## config.mk

```make
export PLATFORM = sky130hd
export DESIGN_NAME = hrt_core
export DESIGN_NICKNAME = d
export VERILOG_FILES = /design/src/hw/hrt_pkg.sv /design/src/hw/hrt_hires_gen.sv /design/src/hw/hrt_core.sv
export VERILOG_INCLUDE_DIRS = /design/src /design/src/hw
export SDC_FILE = /design/constraint.sdc
export NUM_CORES = 1
export LEC_CHECK = 0
export ABC_AREA = 1
export BUFFER_PORTS_ARGS = -buffer_cell sky130_fd_sc_hd__buf_2
export CORE_ASPECT_RATIO = 0.75
export CORE_MARGIN = 3
export CORE_UTILIZATION = 62
export CTS_BUF_LIST = sky130_fd_sc_hd__clkbuf_16
export CTS_CLUSTER_DIAMETER = 200
export DETAILED_ROUTE_END_ITERATION = 10
export GPL_ROUTABILITY_DRIVEN = 0
export PLACE_DENSITY = 0.81
export SLEW_MARGIN = 10
export SYNTH_ARGS = -nofsm -noshare
export SYNTH_HDL_FRONTEND = slang
export SYNTH_SLANG_ARGS = --single-unit
```

## constraint.sdc

```tcl
create_clock -name SYS_CLK -period 5.8 [get_ports SYS_CLK]
set_clock_uncertainty 0.15 [all_clocks]
set_input_delay 0.58 -clock SYS_CLK [delete_from_list [all_inputs] [get_ports SYS_CLK]]
set_output_delay 0.58 -clock SYS_CLK [all_outputs]
set_load 0.05 [all_outputs]
```

## src/hw/hrt_regs.svh

```systemverilog
// Register map, field positions, reset values and timing constants of the timer core
// Contract
// - Regulated generator: 8 or 16 events per clock
// - Regulation enable starts tracking the input clock
// - Lock flag on lock; unlock flag while unlocked
// - Out of range sets fail-high or fail-low
// - Regulation off returns free-run, settings kept
// - Counter advances only when mode nonzero, clock active
// - Zero period halts; nonzero restarts from zero
// - Mode codes: stop, up, continuous, up/down
// - Up mode wraps after period, restarts if above
// - Up mode: compare at period, overflow at wrap
// - Immediate reload below count wraps to zero
// - Hi-res ignores low 4 or 3 period bits
// - Continuous counts to length maximum, overflow on wrap
// - Up/down counts up to period and back
// - Period above maximum behaves as continuous
// - Direction held; software clear resets count, direction, divider
// - Up/down: compare at period, overflow 1 to 0
// - Length 8, 10, 12 or 16 bits
// - Multiplier code 00 is 8x, 01 is 16x
`ifndef HRT_REGS_SVH
`define HRT_REGS_SVH

// ----------------------------------------
// Register offsets
// ----------------------------------------
`define HRT_ADDR_W 4
`define HRT_OFF_CTRL 4'h0
`define HRT_OFF_PERIOD 4'h1
`define HRT_OFF_COUNT 4'h2
`define HRT_OFF_STATUS 4'h3
`define HRT_OFF_HRCTL 4'h4
`define HRT_OFF_HRTUNE 4'h5

// ----------------------------------------
// Field positions
// ----------------------------------------
`define HRT_CTRL_MODE_LSB 0
`define HRT_CTRL_LEN_LSB 2
`define HRT_CTRL_CLR_BIT 4
`define HRT_CTRL_DIV_LSB 5
`define HRT_ST_OVF_BIT 0
`define HRT_ST_CMP_BIT 1
`define HRT_ST_LOCK_BIT 2
`define HRT_ST_UNLOCK_BIT 3
`define HRT_ST_FH_BIT 4
`define HRT_ST_FL_BIT 5
`define HRT_ST_DIR_BIT 8
`define HRT_HR_EN_BIT 0
`define HRT_HR_REG_BIT 1
`define HRT_HR_MUL_BIT 2
`define HRT_TUNE_TRIM_LSB 0
`define HRT_TUNE_SR_LSB 7
`define HRT_TUNE_R_LSB 12

// ----------------------------------------
// Reset values and limits
// ----------------------------------------
`define HRT_TRIM_RST 7'h40
`define HRT_SR_RST 5'h00
`define HRT_R_RST 2'h0
`define HRT_MAX8 16'h00FF
`define HRT_MAX10 16'h03FF
`define HRT_MAX12 16'h0FFF
`define HRT_MAX16 16'hFFFF
`define HRT_EV_8X 5'h08
`define HRT_EV_16X 5'h10
`define HRT_LOCK_TOL 8'h01
`define HRT_LOCK_TIME_NS 64
`define HRT_CLK_NS 4
`define HRT_LOCK_CYC ((`HRT_LOCK_TIME_NS + `HRT_CLK_NS - 1) / `HRT_CLK_NS)

`endif

```

## src/hw/hrt_pkg.sv

```systemverilog
// Types shared by the timer core
package hrt_pkg;
  typedef enum logic [1:0] {HRT_STOP, HRT_UP, HRT_CONT, HRT_UPDOWN} hrt_mode_t;
  typedef enum logic [1:0] {HRT_LEN16, HRT_LEN12, HRT_LEN10, HRT_LEN8} hrt_len_t;
  typedef enum logic [1:0] {HRT_FREE, HRT_TRACK, HRT_LOCKED} hrt_gen_state_t;
endpackage

```

## src/hw/hrt_hires_gen.sv

```systemverilog
// High-resolution generator model: free-run or regulated tick source with lock status
`timescale 1ns/1ps
`default_nettype none
`include "hrt_regs.svh"
module hrt_hires_gen
(
  input wire logic clk,
  input wire logic rst_n,
  input wire logic enable,
  input wire logic regulate,
  input wire logic mul16,
  input wire logic ref_edge,
  input wire logic [7:0] fast_per_ref,
  input wire logic range_ok_hi,
  input wire logic range_ok_lo,
  output logic locked,
  output logic lock_event,
  output logic fail_hi_event,
  output logic fail_lo_event
);
  import hrt_pkg::*;

  hrt_gen_state_t state;
  hrt_gen_state_t next_state;
  logic [7:0] settle;
  logic [7:0] next_settle;
  logic [7:0] target;
  logic [7:0] err;

  // ----------------------------------------
  // Regulation loop
  // ----------------------------------------
  always_comb
  begin
    target = mul16 ? {3'h0, `HRT_EV_16X} : {3'h0, `HRT_EV_8X};
    err = (fast_per_ref > target) ? fast_per_ref - target : target - fast_per_ref;
    next_state = state;
    next_settle = settle;
    lock_event = 1'b0;
    fail_hi_event = 1'b0;
    fail_lo_event = 1'b0;
    case (state)
      HRT_FREE:
      begin
        next_settle = 8'h00;
        if (enable && regulate)
        begin
          next_state = HRT_TRACK;
        end
      end
      HRT_TRACK, HRT_LOCKED:
      begin
        if (!(enable && regulate))
        begin
          next_state = HRT_FREE;
        end
        else if (ref_edge)
        begin
          fail_hi_event = !range_ok_hi;
          fail_lo_event = !range_ok_lo;
          if (err <= `HRT_LOCK_TOL && range_ok_hi && range_ok_lo)
          begin
            if (state == HRT_TRACK && settle >= 8'(`HRT_LOCK_CYC))
            begin
              next_state = HRT_LOCKED;
              lock_event = 1'b1;
            end
            else
            begin
              next_settle = settle + 8'h01;
            end
          end
          else
          begin
            // Keeps tracking later input clock changes
            next_state = HRT_TRACK;
            next_settle = 8'h00;
          end
        end
      end
      default:
      begin
        next_state = HRT_FREE;
      end
    endcase
  end

  always_ff @(posedge clk or negedge rst_n)
  begin
    if (!rst_n)
    begin
      state <= HRT_FREE;
      settle <= 8'h00;
    end
    else
    begin
      state <= next_state;
      settle <= next_settle;
    end
  end

  assign locked = (state == HRT_LOCKED);
endmodule
`default_nettype wire

```

## src/hw/hrt_core.sv

```systemverilog
// Timer counter core with mode control and high-resolution generator status
//
// The register addresses and the plain strobed port were decided locally.
`timescale 1ns/1ps
`default_nettype none
`include "hrt_regs.svh"
module hrt_core
(
  input wire logic SYS_CLK,
  input wire logic RST_N,
  input wire logic [`HRT_ADDR_W-1:0] ADDR,
  input wire logic [15:0] WDATA,
  input wire logic WR,
  input wire logic RD,
  output logic [15:0] RDATA,
  input wire logic TCLK_TICK,
  input wire logic [7:0] HR_FAST_PER_REF,
  input wire logic HR_RANGE_OK_HI,
  input wire logic HR_RANGE_OK_LO,
  output logic OVERFLOW_EVT,
  output logic COMPARE0_EVT,
  output logic EVENT_PENDING,
  output logic [15:0] COUNT_OUT,
  output logic HR_LOCKED
);
  import hrt_pkg::*;

  // ----------------------------------------
  // State
  // ----------------------------------------
  hrt_mode_t count_mode_select;
  hrt_len_t counter_length;
  logic [2:0] divider_select;
  logic [15:0] period_latch;
  logic [15:0] count;
  logic count_down;
  logic [7:0] div_cnt;
  logic hr_mode_enable;
  logic hr_regulation_enable;
  logic hr_multiplier;
  logic [6:0] hr_trim;
  logic [4:0] hr_subrange;
  logic [1:0] hr_range;
  logic overflow_flag;
  logic channel_zero_compare_flag;
  logic hr_lock_flag;
  logic hr_fail_high_flag;
  logic hr_fail_low_flag;

  hrt_mode_t next_count_mode_select;
  hrt_len_t next_counter_length;
  logic [2:0] next_divider_select;
  logic [15:0] next_period_latch;
  logic [15:0] next_count;
  logic next_count_down;
  logic [7:0] next_div_cnt;
  logic next_hr_mode_enable;
  logic next_hr_regulation_enable;
  logic next_hr_multiplier;
  logic [6:0] next_hr_trim;
  logic [4:0] next_hr_subrange;
  logic [1:0] next_hr_range;
  logic next_overflow_flag;
  logic next_channel_zero_compare_flag;
  logic next_hr_lock_flag;
  logic next_hr_fail_high_flag;
  logic next_hr_fail_low_flag;
  logic [15:0] next_rdata;
  logic next_ovf_evt;
  logic next_cmp_evt;

  logic [15:0] length_maximum;
  logic [15:0] eff_period;
  logic tick;
  logic ovf_ev;
  logic cmp_ev;
  logic gen_locked;
  logic gen_lock_ev;
  logic gen_fh_ev;
  logic gen_fl_ev;
  logic sw_clear;
  logic wr_ctrl;
  logic wr_status;

  hrt_hires_gen u_gen
  (
    .clk(SYS_CLK),
    .rst_n(RST_N),
    .enable(hr_mode_enable),
    .regulate(hr_regulation_enable),
    .mul16(hr_multiplier),
    .ref_edge(TCLK_TICK),
    .fast_per_ref(HR_FAST_PER_REF),
    .range_ok_hi(HR_RANGE_OK_HI),
    .range_ok_lo(HR_RANGE_OK_LO),
    .locked(gen_locked),
    .lock_event(gen_lock_ev),
    .fail_hi_event(gen_fh_ev),
    .fail_lo_event(gen_fl_ev)
  );

  // ----------------------------------------
  // Derived values and clock divider
  // ----------------------------------------
  always_comb
  begin
    case (counter_length)
      HRT_LEN8: length_maximum = `HRT_MAX8;
      HRT_LEN10: length_maximum = `HRT_MAX10;
      HRT_LEN12: length_maximum = `HRT_MAX12;
      default: length_maximum = `HRT_MAX16;
    endcase
    eff_period = period_latch;
    if (hr_mode_enable)
    begin
      eff_period = hr_multiplier ? {period_latch[15:4], 4'h0} : {period_latch[15:3], 3'h0};
    end
    wr_ctrl = WR && ADDR == `HRT_OFF_CTRL;
    wr_status = WR && ADDR == `HRT_OFF_STATUS;
    sw_clear = wr_ctrl && WDATA[`HRT_CTRL_CLR_BIT];
    tick = 1'b0;
    next_div_cnt = div_cnt;
    if (TCLK_TICK)
    begin
      if (div_cnt >= ((8'h01 << divider_select) - 8'h01))
      begin
        next_div_cnt = 8'h00;
        tick = 1'b1;
      end
      else
      begin
        next_div_cnt = div_cnt + 8'h01;
      end
    end
    if (sw_clear)
    begin
      next_div_cnt = 8'h00;
    end
  end

  // ----------------------------------------
  // Counter and mode control
  // ----------------------------------------
  always_comb
  begin
    next_count = count;
    next_count_down = count_down;
    ovf_ev = 1'b0;
    cmp_ev = 1'b0;
    // Zero period halts up and up/down; running only with nonzero mode
    if (tick && count_mode_select != HRT_STOP &&
        !(eff_period == 16'h0000 && (count_mode_select == HRT_UP || count_mode_select == HRT_UPDOWN)))
    begin
      case (count_mode_select)
        HRT_UP:
        begin
          next_count_down = 1'b0;
          if (count >= eff_period)
          begin
            next_count = 16'h0000;
            ovf_ev = (count == eff_period);
          end
          else
          begin
            next_count = count + 16'h0001;
            cmp_ev = (count + 16'h0001 == eff_period);
          end
        end
        HRT_UPDOWN:
        begin
          if (eff_period > length_maximum)
          begin
            next_count_down = 1'b0;
            next_count = (count >= length_maximum) ? 16'h0000 : count + 16'h0001;
            ovf_ev = (count >= length_maximum);
          end
          else if (count_down)
          begin
            // A lowered period takes effect once the descent reaches zero
            next_count = count - 16'h0001;
            if (count <= 16'h0001)
            begin
              next_count = 16'h0000;
              next_count_down = 1'b0;
              ovf_ev = (count == 16'h0001);
            end
          end
          else if (count >= eff_period)
          begin
            next_count_down = 1'b1;
            next_count = count - 16'h0001;
          end
          else
          begin
            next_count = count + 16'h0001;
            cmp_ev = (count + 16'h0001 == eff_period);
          end
        end
        default:
        begin
          next_count_down = 1'b0;
          next_count = (count >= length_maximum) ? 16'h0000 : count + 16'h0001;
          ovf_ev = (count >= length_maximum);
          cmp_ev = (count + 16'h0001 == period_latch) && count < length_maximum;
        end
      endcase
    end
    if (WR && ADDR == `HRT_OFF_COUNT)
    begin
      // Direct writes raise no flag
      next_count = WDATA & length_maximum;
      ovf_ev = 1'b0;
      cmp_ev = 1'b0;
    end
    if (WR && ADDR == `HRT_OFF_PERIOD && count_mode_select != HRT_CONT && period_latch == 16'h0000 &&
        WDATA != 16'h0000)
    begin
      next_count = 16'h0000;
      next_count_down = 1'b0;
    end
    if (sw_clear)
    begin
      next_count = 16'h0000;
      next_count_down = 1'b0;
      ovf_ev = 1'b0;
      cmp_ev = 1'b0;
    end
  end

  // ----------------------------------------
  // Register writes, sticky flags and read mux
  // ----------------------------------------
  always_comb
  begin
    next_count_mode_select = count_mode_select;
    next_counter_length = counter_length;
    next_divider_select = divider_select;
    next_period_latch = period_latch;
    next_hr_mode_enable = hr_mode_enable;
    next_hr_regulation_enable = hr_regulation_enable;
    next_hr_multiplier = hr_multiplier;
    next_hr_trim = hr_trim;
    next_hr_subrange = hr_subrange;
    next_hr_range = hr_range;
    if (wr_ctrl)
    begin
      next_count_mode_select = hrt_mode_t'(WDATA[`HRT_CTRL_MODE_LSB +: 2]);
      next_counter_length = hrt_len_t'(WDATA[`HRT_CTRL_LEN_LSB +: 2]);
      next_divider_select = WDATA[`HRT_CTRL_DIV_LSB +: 3];
    end
    if (WR && ADDR == `HRT_OFF_PERIOD)
    begin
      next_period_latch = WDATA;
    end
    if (WR && ADDR == `HRT_OFF_HRCTL)
    begin
      next_hr_mode_enable = WDATA[`HRT_HR_EN_BIT];
      next_hr_regulation_enable = WDATA[`HRT_HR_REG_BIT];
      next_hr_multiplier = WDATA[`HRT_HR_MUL_BIT];
    end
    if (WR && ADDR == `HRT_OFF_HRTUNE)
    begin
      // Tuning fields are kept across regulation on/off
      next_hr_trim = WDATA[`HRT_TUNE_TRIM_LSB +: 7];
      next_hr_subrange = WDATA[`HRT_TUNE_SR_LSB +: 5];
      next_hr_range = WDATA[`HRT_TUNE_R_LSB +: 2];
    end
    // Write one to clear; a same-cycle event wins over the clear
    next_overflow_flag = (overflow_flag && !(wr_status && WDATA[`HRT_ST_OVF_BIT])) || ovf_ev;
    next_channel_zero_compare_flag = (channel_zero_compare_flag && !(wr_status && WDATA[`HRT_ST_CMP_BIT])) || cmp_ev;
    next_hr_lock_flag = (hr_lock_flag && !(wr_status && WDATA[`HRT_ST_LOCK_BIT])) || gen_lock_ev;
    next_hr_fail_high_flag = (hr_fail_high_flag && !(wr_status && WDATA[`HRT_ST_FH_BIT])) || gen_fh_ev;
    next_hr_fail_low_flag = (hr_fail_low_flag && !(wr_status && WDATA[`HRT_ST_FL_BIT])) || gen_fl_ev;
    next_ovf_evt = ovf_ev;
    next_cmp_evt = cmp_ev;
    next_rdata = 16'h0000;
    if (RD)
    begin
      case (ADDR)
        `HRT_OFF_CTRL: next_rdata = {8'h00, divider_select, 1'b0, counter_length, count_mode_select};
        `HRT_OFF_PERIOD: next_rdata = period_latch;
        `HRT_OFF_COUNT: next_rdata = count;
        `HRT_OFF_STATUS: next_rdata = {7'h00, count_down, 2'b00, hr_fail_low_flag, hr_fail_high_flag,
                                      !gen_locked, hr_lock_flag, channel_zero_compare_flag, overflow_flag};
        `HRT_OFF_HRCTL: next_rdata = {13'h0000, hr_multiplier, hr_regulation_enable, hr_mode_enable};
        `HRT_OFF_HRTUNE: next_rdata = {2'b00, hr_range, hr_subrange, hr_trim};
        default: next_rdata = 16'h0000;
      endcase
    end
  end

  always_ff @(posedge SYS_CLK or negedge RST_N)
  begin
    if (!RST_N)
    begin
      count_mode_select <= HRT_STOP;
      counter_length <= HRT_LEN16;
      divider_select <= 3'h0;
      period_latch <= 16'h0000;
      count <= 16'h0000;
      count_down <= 1'b0;
      div_cnt <= 8'h00;
      hr_mode_enable <= 1'b0;
      hr_regulation_enable <= 1'b0;
      hr_multiplier <= 1'b0;
      hr_trim <= `HRT_TRIM_RST;
      hr_subrange <= `HRT_SR_RST;
      hr_range <= `HRT_R_RST;
      overflow_flag <= 1'b0;
      channel_zero_compare_flag <= 1'b0;
      hr_lock_flag <= 1'b0;
      hr_fail_high_flag <= 1'b0;
      hr_fail_low_flag <= 1'b0;
      RDATA <= 16'h0000;
      OVERFLOW_EVT <= 1'b0;
      COMPARE0_EVT <= 1'b0;
      EVENT_PENDING <= 1'b0;
      COUNT_OUT <= 16'h0000;
      HR_LOCKED <= 1'b0;
    end
    else
    begin
      count_mode_select <= next_count_mode_select;
      counter_length <= next_counter_length;
      divider_select <= next_divider_select;
      period_latch <= next_period_latch;
      count <= next_count;
      count_down <= next_count_down;
      div_cnt <= next_div_cnt;
      hr_mode_enable <= next_hr_mode_enable;
      hr_regulation_enable <= next_hr_regulation_enable;
      hr_multiplier <= next_hr_multiplier;
      hr_trim <= next_hr_trim;
      hr_subrange <= next_hr_subrange;
      hr_range <= next_hr_range;
      overflow_flag <= next_overflow_flag;
      channel_zero_compare_flag <= next_channel_zero_compare_flag;
      hr_lock_flag <= next_hr_lock_flag;
      hr_fail_high_flag <= next_hr_fail_high_flag;
      hr_fail_low_flag <= next_hr_fail_low_flag;
      RDATA <= next_rdata;
      OVERFLOW_EVT <= next_ovf_evt;
      COMPARE0_EVT <= next_cmp_evt;
      EVENT_PENDING <= next_overflow_flag | next_channel_zero_compare_flag | next_hr_lock_flag |
                       next_hr_fail_high_flag | next_hr_fail_low_flag | (hr_mode_enable & !gen_locked);
      COUNT_OUT <= next_count;
      HR_LOCKED <= gen_locked;
    end
  end
endmodule
`default_nettype wire

```

**After elaboration in Yosys (flattened, before gate mapping)**

Cells that the tools add are included.

- Register bits: 100
- Input port bits: 35
- Output and inout bits: 36

- Add/subtract/negate cells: 7
- Order comparisons: 9
- Equal/unequal tests: 23
- Shift-type cells: 1
- Mux-type cells: 68
- Bitwise operators: 7
- Reductions and logical operators: 56

Operators by type and width:

| operator | number |
|---|---|
| $mux 16 | 11 |
| $pmux 16 s6 | 1 |
| $mux 8 | 8 |
| $eq 16x16->1 | 3 |
| $pmux 16 s3 | 1 |
| $mux 1 | 34 |
| $ge 16x16->1 | 2 |
| $logic_not 16->1 | 2 |
| $pmux 16 s2 | 1 |
| $logic_and 1x1->1 | 28 |
| $add 16x1->16 const B | 1 |
| $add 8x1->8 const B | 2 |
| $and 16x16->16 | 1 |
| $eq 16x1->1 const B | 1 |
| $gt 16x16->1 | 1 |
| $le 16x1->1 const B | 1 |
| $lt 16x16->1 | 1 |
| $pmux 8 s2 | 1 |
| $reduce_bool 16->1 | 1 |
| $sub 16x1->16 const B | 1 |
| $sub 8x8->8 | 2 |
| $mux 2 | 5 |
| $logic_not 1->1 | 9 |
| $eq 2x2->1 const B | 4 |
| other kinds (29) | 49 |

**Depth between registers and ports, before layout**

- Depth after elaboration: 16
- Depth in mapped cells: 22
- Depth with buffers taken out: 21

**Cells and area by module**

Synthesis repeated with hierarchy kept, for this count alone.

- Cells, all modules: 1,287
- Area total of the unflattened synthesis: 8,419.3 µm²

Modules (own cells, without submodules):

| module | instances | cells an instance | area each (µm²) |
|---|---|---|---|
| hrt_core | 1 | 1,097 | 7,196.9 |
| hrt_hires_gen | 1 | 190 | 1,222.4 |

**Worst setup path before layout**

OpenSTA, ideal clock, no wires.

- Path kind: register to register
- From: register divider_select[2]
- To: register count[8]
- Library setup time: 0.067 ns
- Data arrival time: 2.697 ns
- Required time: 5.583 ns
- Path slack: 2.886 ns
- Cell stages (with the launch flop): 23
- Buffers on the path: 1
- Cells stage by stage: dfrtp_1 > clkinv_1 > nand2_1 > ha_1 > inv_1 > a211oi_1 > o21ai_0 > nor2_1 > a21oi_1 > ha_1 > nand2_1 > nor2_1 > nand4_1 > nand3_1 > nand2_1 > nor2_1 > inv_1 > nand3_2 > nand2_2 > buf_6 > nor2_1 > nand2_1 > nand2_1

- Cells in the longest elaborated chain, start to end: 8

Ends and longest elaborated chain:

| element | line | text |
|---|---|---|
| from (decl) | hrt_core.sv:33 | `logic [2:0] divider_select;` |
| from (signal assigned) | hrt_core.sv:325 | `divider_select <= next_divider_select;` |
| $shl 1x3->8 | hrt_core.sv:125 | `if (div_cnt >= ((8'h01 << divider_select) - 8'h01))` |
| $sub 8x1->8 | hrt_core.sv:125 |  |
| $ge 8x8->1 | hrt_core.sv:125 |  |
| $mux 1 | hrt_core.sv:125 |  |
| $mux 1 | hrt_core.sv:123 | `if (TCLK_TICK)` |
| $logic_and 1x1->1 (2 in a row) | hrt_core.sv:151 | `if (tick && count_mode_select != HRT_STOP &&` |
| $reduce_bool 4->1 (no source line) | n/a |  |
| to (signal assigned) | hrt_core.sv:327 | `count <= next_count;` |
| to (decl) | hrt_core.sv:35 | `logic [15:0] count;` |

Every way passes these cells.
A chain may end at the register's enable or synchronous reset.

**Worst setup path after layout**

- From: register divider_select[2]
- To: register count[1]

Same word-level chain as after synthesis.

==> run_results.csv <==
group,metric,value,unit
routing,num_vias,8942,
synth,yosysUniqueCellTypes,53,
flow_run,maxCapViolCount,0,
critical_path,crit_slowest_cell,"dfrtp_1",
critical_path,arrival,3.77,ns
critical_path,crit_path_max_fanout,15,
synth,synthesis.instances,1228,
synth,ys_seq_area_share,30.3,%
outcome,status,"complete, no violations",
clock_tree,post_cts_resized,0,
synth,synth-warning-count,0,
clock_tree,cts_tree,"yes",
clock_tree,cts-root-buf,"clkbuf_16",
floorplanning,start_util,65.3,%
placement,placedInstanceArea,8660,sq um
global_routing,grt_pass1_wl,42900,um
clock_tree,clk_latency,0.36,ns
sta,hold_viol_final,0,
sta,rsz0062_at_grt,"false",
critical_path,cp_common_cell,"nand2_1",
floorplanning,coreArea,12700,sq um
clock_tree,htreeDepth,3,
sta,timing.fmax,0.276,GHz
critical_path,start_kind,"flip-flop",
sta,fin_setup_tns,0,ns
routing,drt_iter0_drc,1498,
synth,synth_edf_count,0,
global_routing,track_usage,36.2,%
synth,synthesis.area,8270,sq um
floorplanning,fp.dieH,106,um
sta,slew_headroom,36.0,%
global_routing,grt_pass1_vias,8082,
global_routing,globalRouteOverflowTotal,0,
floorplanning,die_area,14800,sq um
power,ir_drop,278,uV
critical_path,worstSetupEndpointType,"flip-flop",
routing,drtPass1Iterations,9,
layout,areaGrowthSynthToFinish,8.63,%
floorplanning,ios,71,
synth,synth_top_area_cell,"dfrtp_1",
critical_path,critPathRequiredTime,5.94,ns
synth,synth_flop_cell,"dfrtp_1",
placement,portBuffers,70,
floorplanning,fp.dieW,139,um
routing,final_antenna_net_count,0,
sta,fin_crit_sh,62.6,%
power,leakage,4.74,nW
routing,wl_per_cell,18.5,um
layout,diodes,0,
synth,ys_ff_latch,100,
clock_tree,cts.path.max_buffers,2,
critical_path,worst-path-stages,21,
global_routing,antenna_found_initial,0,
sta,maxSlewViolCount,0,
synth,synthArstFlopShare,100,%
power,p_per_area,478,nW/um^2
global_routing,grt_max_degree,60,
synth,ys_top_cells_by_count,"nand2_1 (355), nor2_1 (144), inv_1 (142)",
routing,drt_wl_total,26800,um
routing,drcViolationCount,0,
critical_path,cp_top_family,"simple AND/OR/NAND/NOR gates",
critical_path,reg2reg_depth,21,
critical_path,crit_type,"flip-flop to flip-flop",
critical_path,crit_chain,"clkinv_1 -> nand2_1 -> ha_1 -> inv_1 -> a211oi_1 -> o21ai_0 -> nor2_1 -> a21oi_1 -> ha_1 -> nand2_1 -> nor2_1 -> nand4_1 -> nand3_1 -> nand2_1 -> nor2_1 -> inv_1 -> nand3_2 -> nand2_2 -> nor2_1 -> nand2_1 -> nand2_1",
layout,n_fill_cell,1096,
power,finalPower,4.29,mW
routing,viasPerCell,6.17,
sta,min_period,3.63,ns
synth,syn_nets,1320,
clock_tree,hold_buffers,0,
layout,final_area,8980,sq um
layout,layout.nets,1371,
synth,yosysTopAreaCellShare,30.0,%
clock_tree,clk_pin_slew,0.08,ns
critical_path,critical_path.max_stage_delay,0.35,ns
clock_tree,cts_buffers,9,
synth,synth.most_common_cell,"nand2_1",
synth,synth.avg_cell_area,6.73,sq um
critical_path,crit_buf_inv,3,
clock_tree,cts.sinks,100,
hold_path,worstHoldPathType,"input port to asynchronous set/reset pin",
clock_tree,postCtsSetupRepairBufs,0,
synth,yosys-top-cells-area,"dfrtp_1 (30%), nand2_1 (16%), ha_1 (8.5%)",
sta,worst_slew_pin_slew,0.954,ns
floorplanning,rows,35,
sta,setup_viol,0,
placement,dp_hpwl,19900,um
layout,final_layout_size_suffix_gt1_share,10.9,%
final timing paths:
path	slack (ns)	to	start
setup / recovery	2.17	count[1]	divider_select[2]
hold / removal	0.05	u_gen.settle[0]	RST_N
setup reg to reg	2.17	count[1]	divider_select[2]
hold reg to reg	0.35	hr_subrange[0]	hr_subrange[0]
max in group asynchronous	4.27	hr_trim[3]	RST_N
min in group SYS_CLK	0.32	RDATA[13]	RD
cell usage in the layout, fill, tap and decap left out, types with 6 or more instances in the layout:
| cell | n |
|---|---|
| nand4_1 | 32 |
| dfrtp_1 | 99 |
| nor3_1 | 11 |
| nand3_2 | 6 |
| ha_1 | 56 |
| nor2_1 | 144 |
| nor2_2 | 7 |
| nand2_2 | 8 |
| nand2_1 | 355 |
| o221ai_1 | 6 |
| inv_1 | 142 |
| o21a_1 | 6 |
| nand3_1 | 61 |
| buf_2 | 69 |
| o21ai_2 | 8 |
| xor2_1 | 31 |
| o22ai_1 | 14 |
| o21ai_1 | 9 |
| a221oi_1 | 6 |
| clkbuf_16 | 9 |
| o21ai_0 | 64 |
| a21oi_1 | 75 |
| inv_2 | 7 |
cell families after synthesis:
family,after synthesis,share of synthesized area (%)
XOR/XNOR,36,3.81
buffers and inverters,185,9.17
AND/OR/NAND/NOR,646,33.8
flip-flops,100,30.3
adder cells (fa/ha/maj),57,8.72
other,1,0.0454
AO/OA/AOI/OAI,203,14.2
layout make-up:
cell class / instances / area (sq um) / area share, %
Inverter: 153 / 577 / 6.42
Tap cell: 166 / 208 / 2.31
Multi-Input combinational cell: 943 / 5000 / 55.7
Sequential cell: 100 / 2500 / 27.9
Timing Repair Buffer: 72 / 368 / 4.10
Clock buffer: 9 / 225 / 2.51
Clock inverter: 7 / 93.8 / 1.05
power by group:
group	switching, mW	internal (mW)	leakage [nW]
sequential	0.333	0.843	1.29
combinational	1.73	0.735	3.30
clock	0.331	0.315	0.154
state kept, by name, indices dropped and copies added, names as in the netlist, 2 cells and up:
name               cells
count                 16
period_latch          16
hr_range               2
div_cnt                8
u_gen.state            2
count_mode_select      2
counter_length         2
hr_trim                7
u_gen.settle           8
divider_select         3
RDATA                 16
hr_subrange            5
layer usage:
layer | part of all wire, % | up-vias | global-route usage (%) | wire [um]
li1 | - | 4116 | - | -
met1 | 41 | 4011 | 53.6 | 11000
met2 | 39 | 714 | 50.3 | 10500
met3 | 17 | 101 | 13.4 | 4590
met4 | 2.4 | 0 | 8.17 | 656
met5 | 0 | - | 0 | 0
stage by stage:
step / hold slack (ns) / instances / setup WS, ns / util (%)
floorplan: 0.134 / 1228 / 2.89 / -
detailed placement: 0.328 / 1434 / 2.34 / 68.4
finish: 0.0540 / 1450 / 2.17 / 71.0
global route: 0.102 / 1450 / 1.77 / 71.0
global placement: 0.321 / 1434 / 2.56 / 68.4
CTS: 0.0735 / 1450 / 2.25 / 71.0
Note: power is estimated with default switching activity, not from simulation.
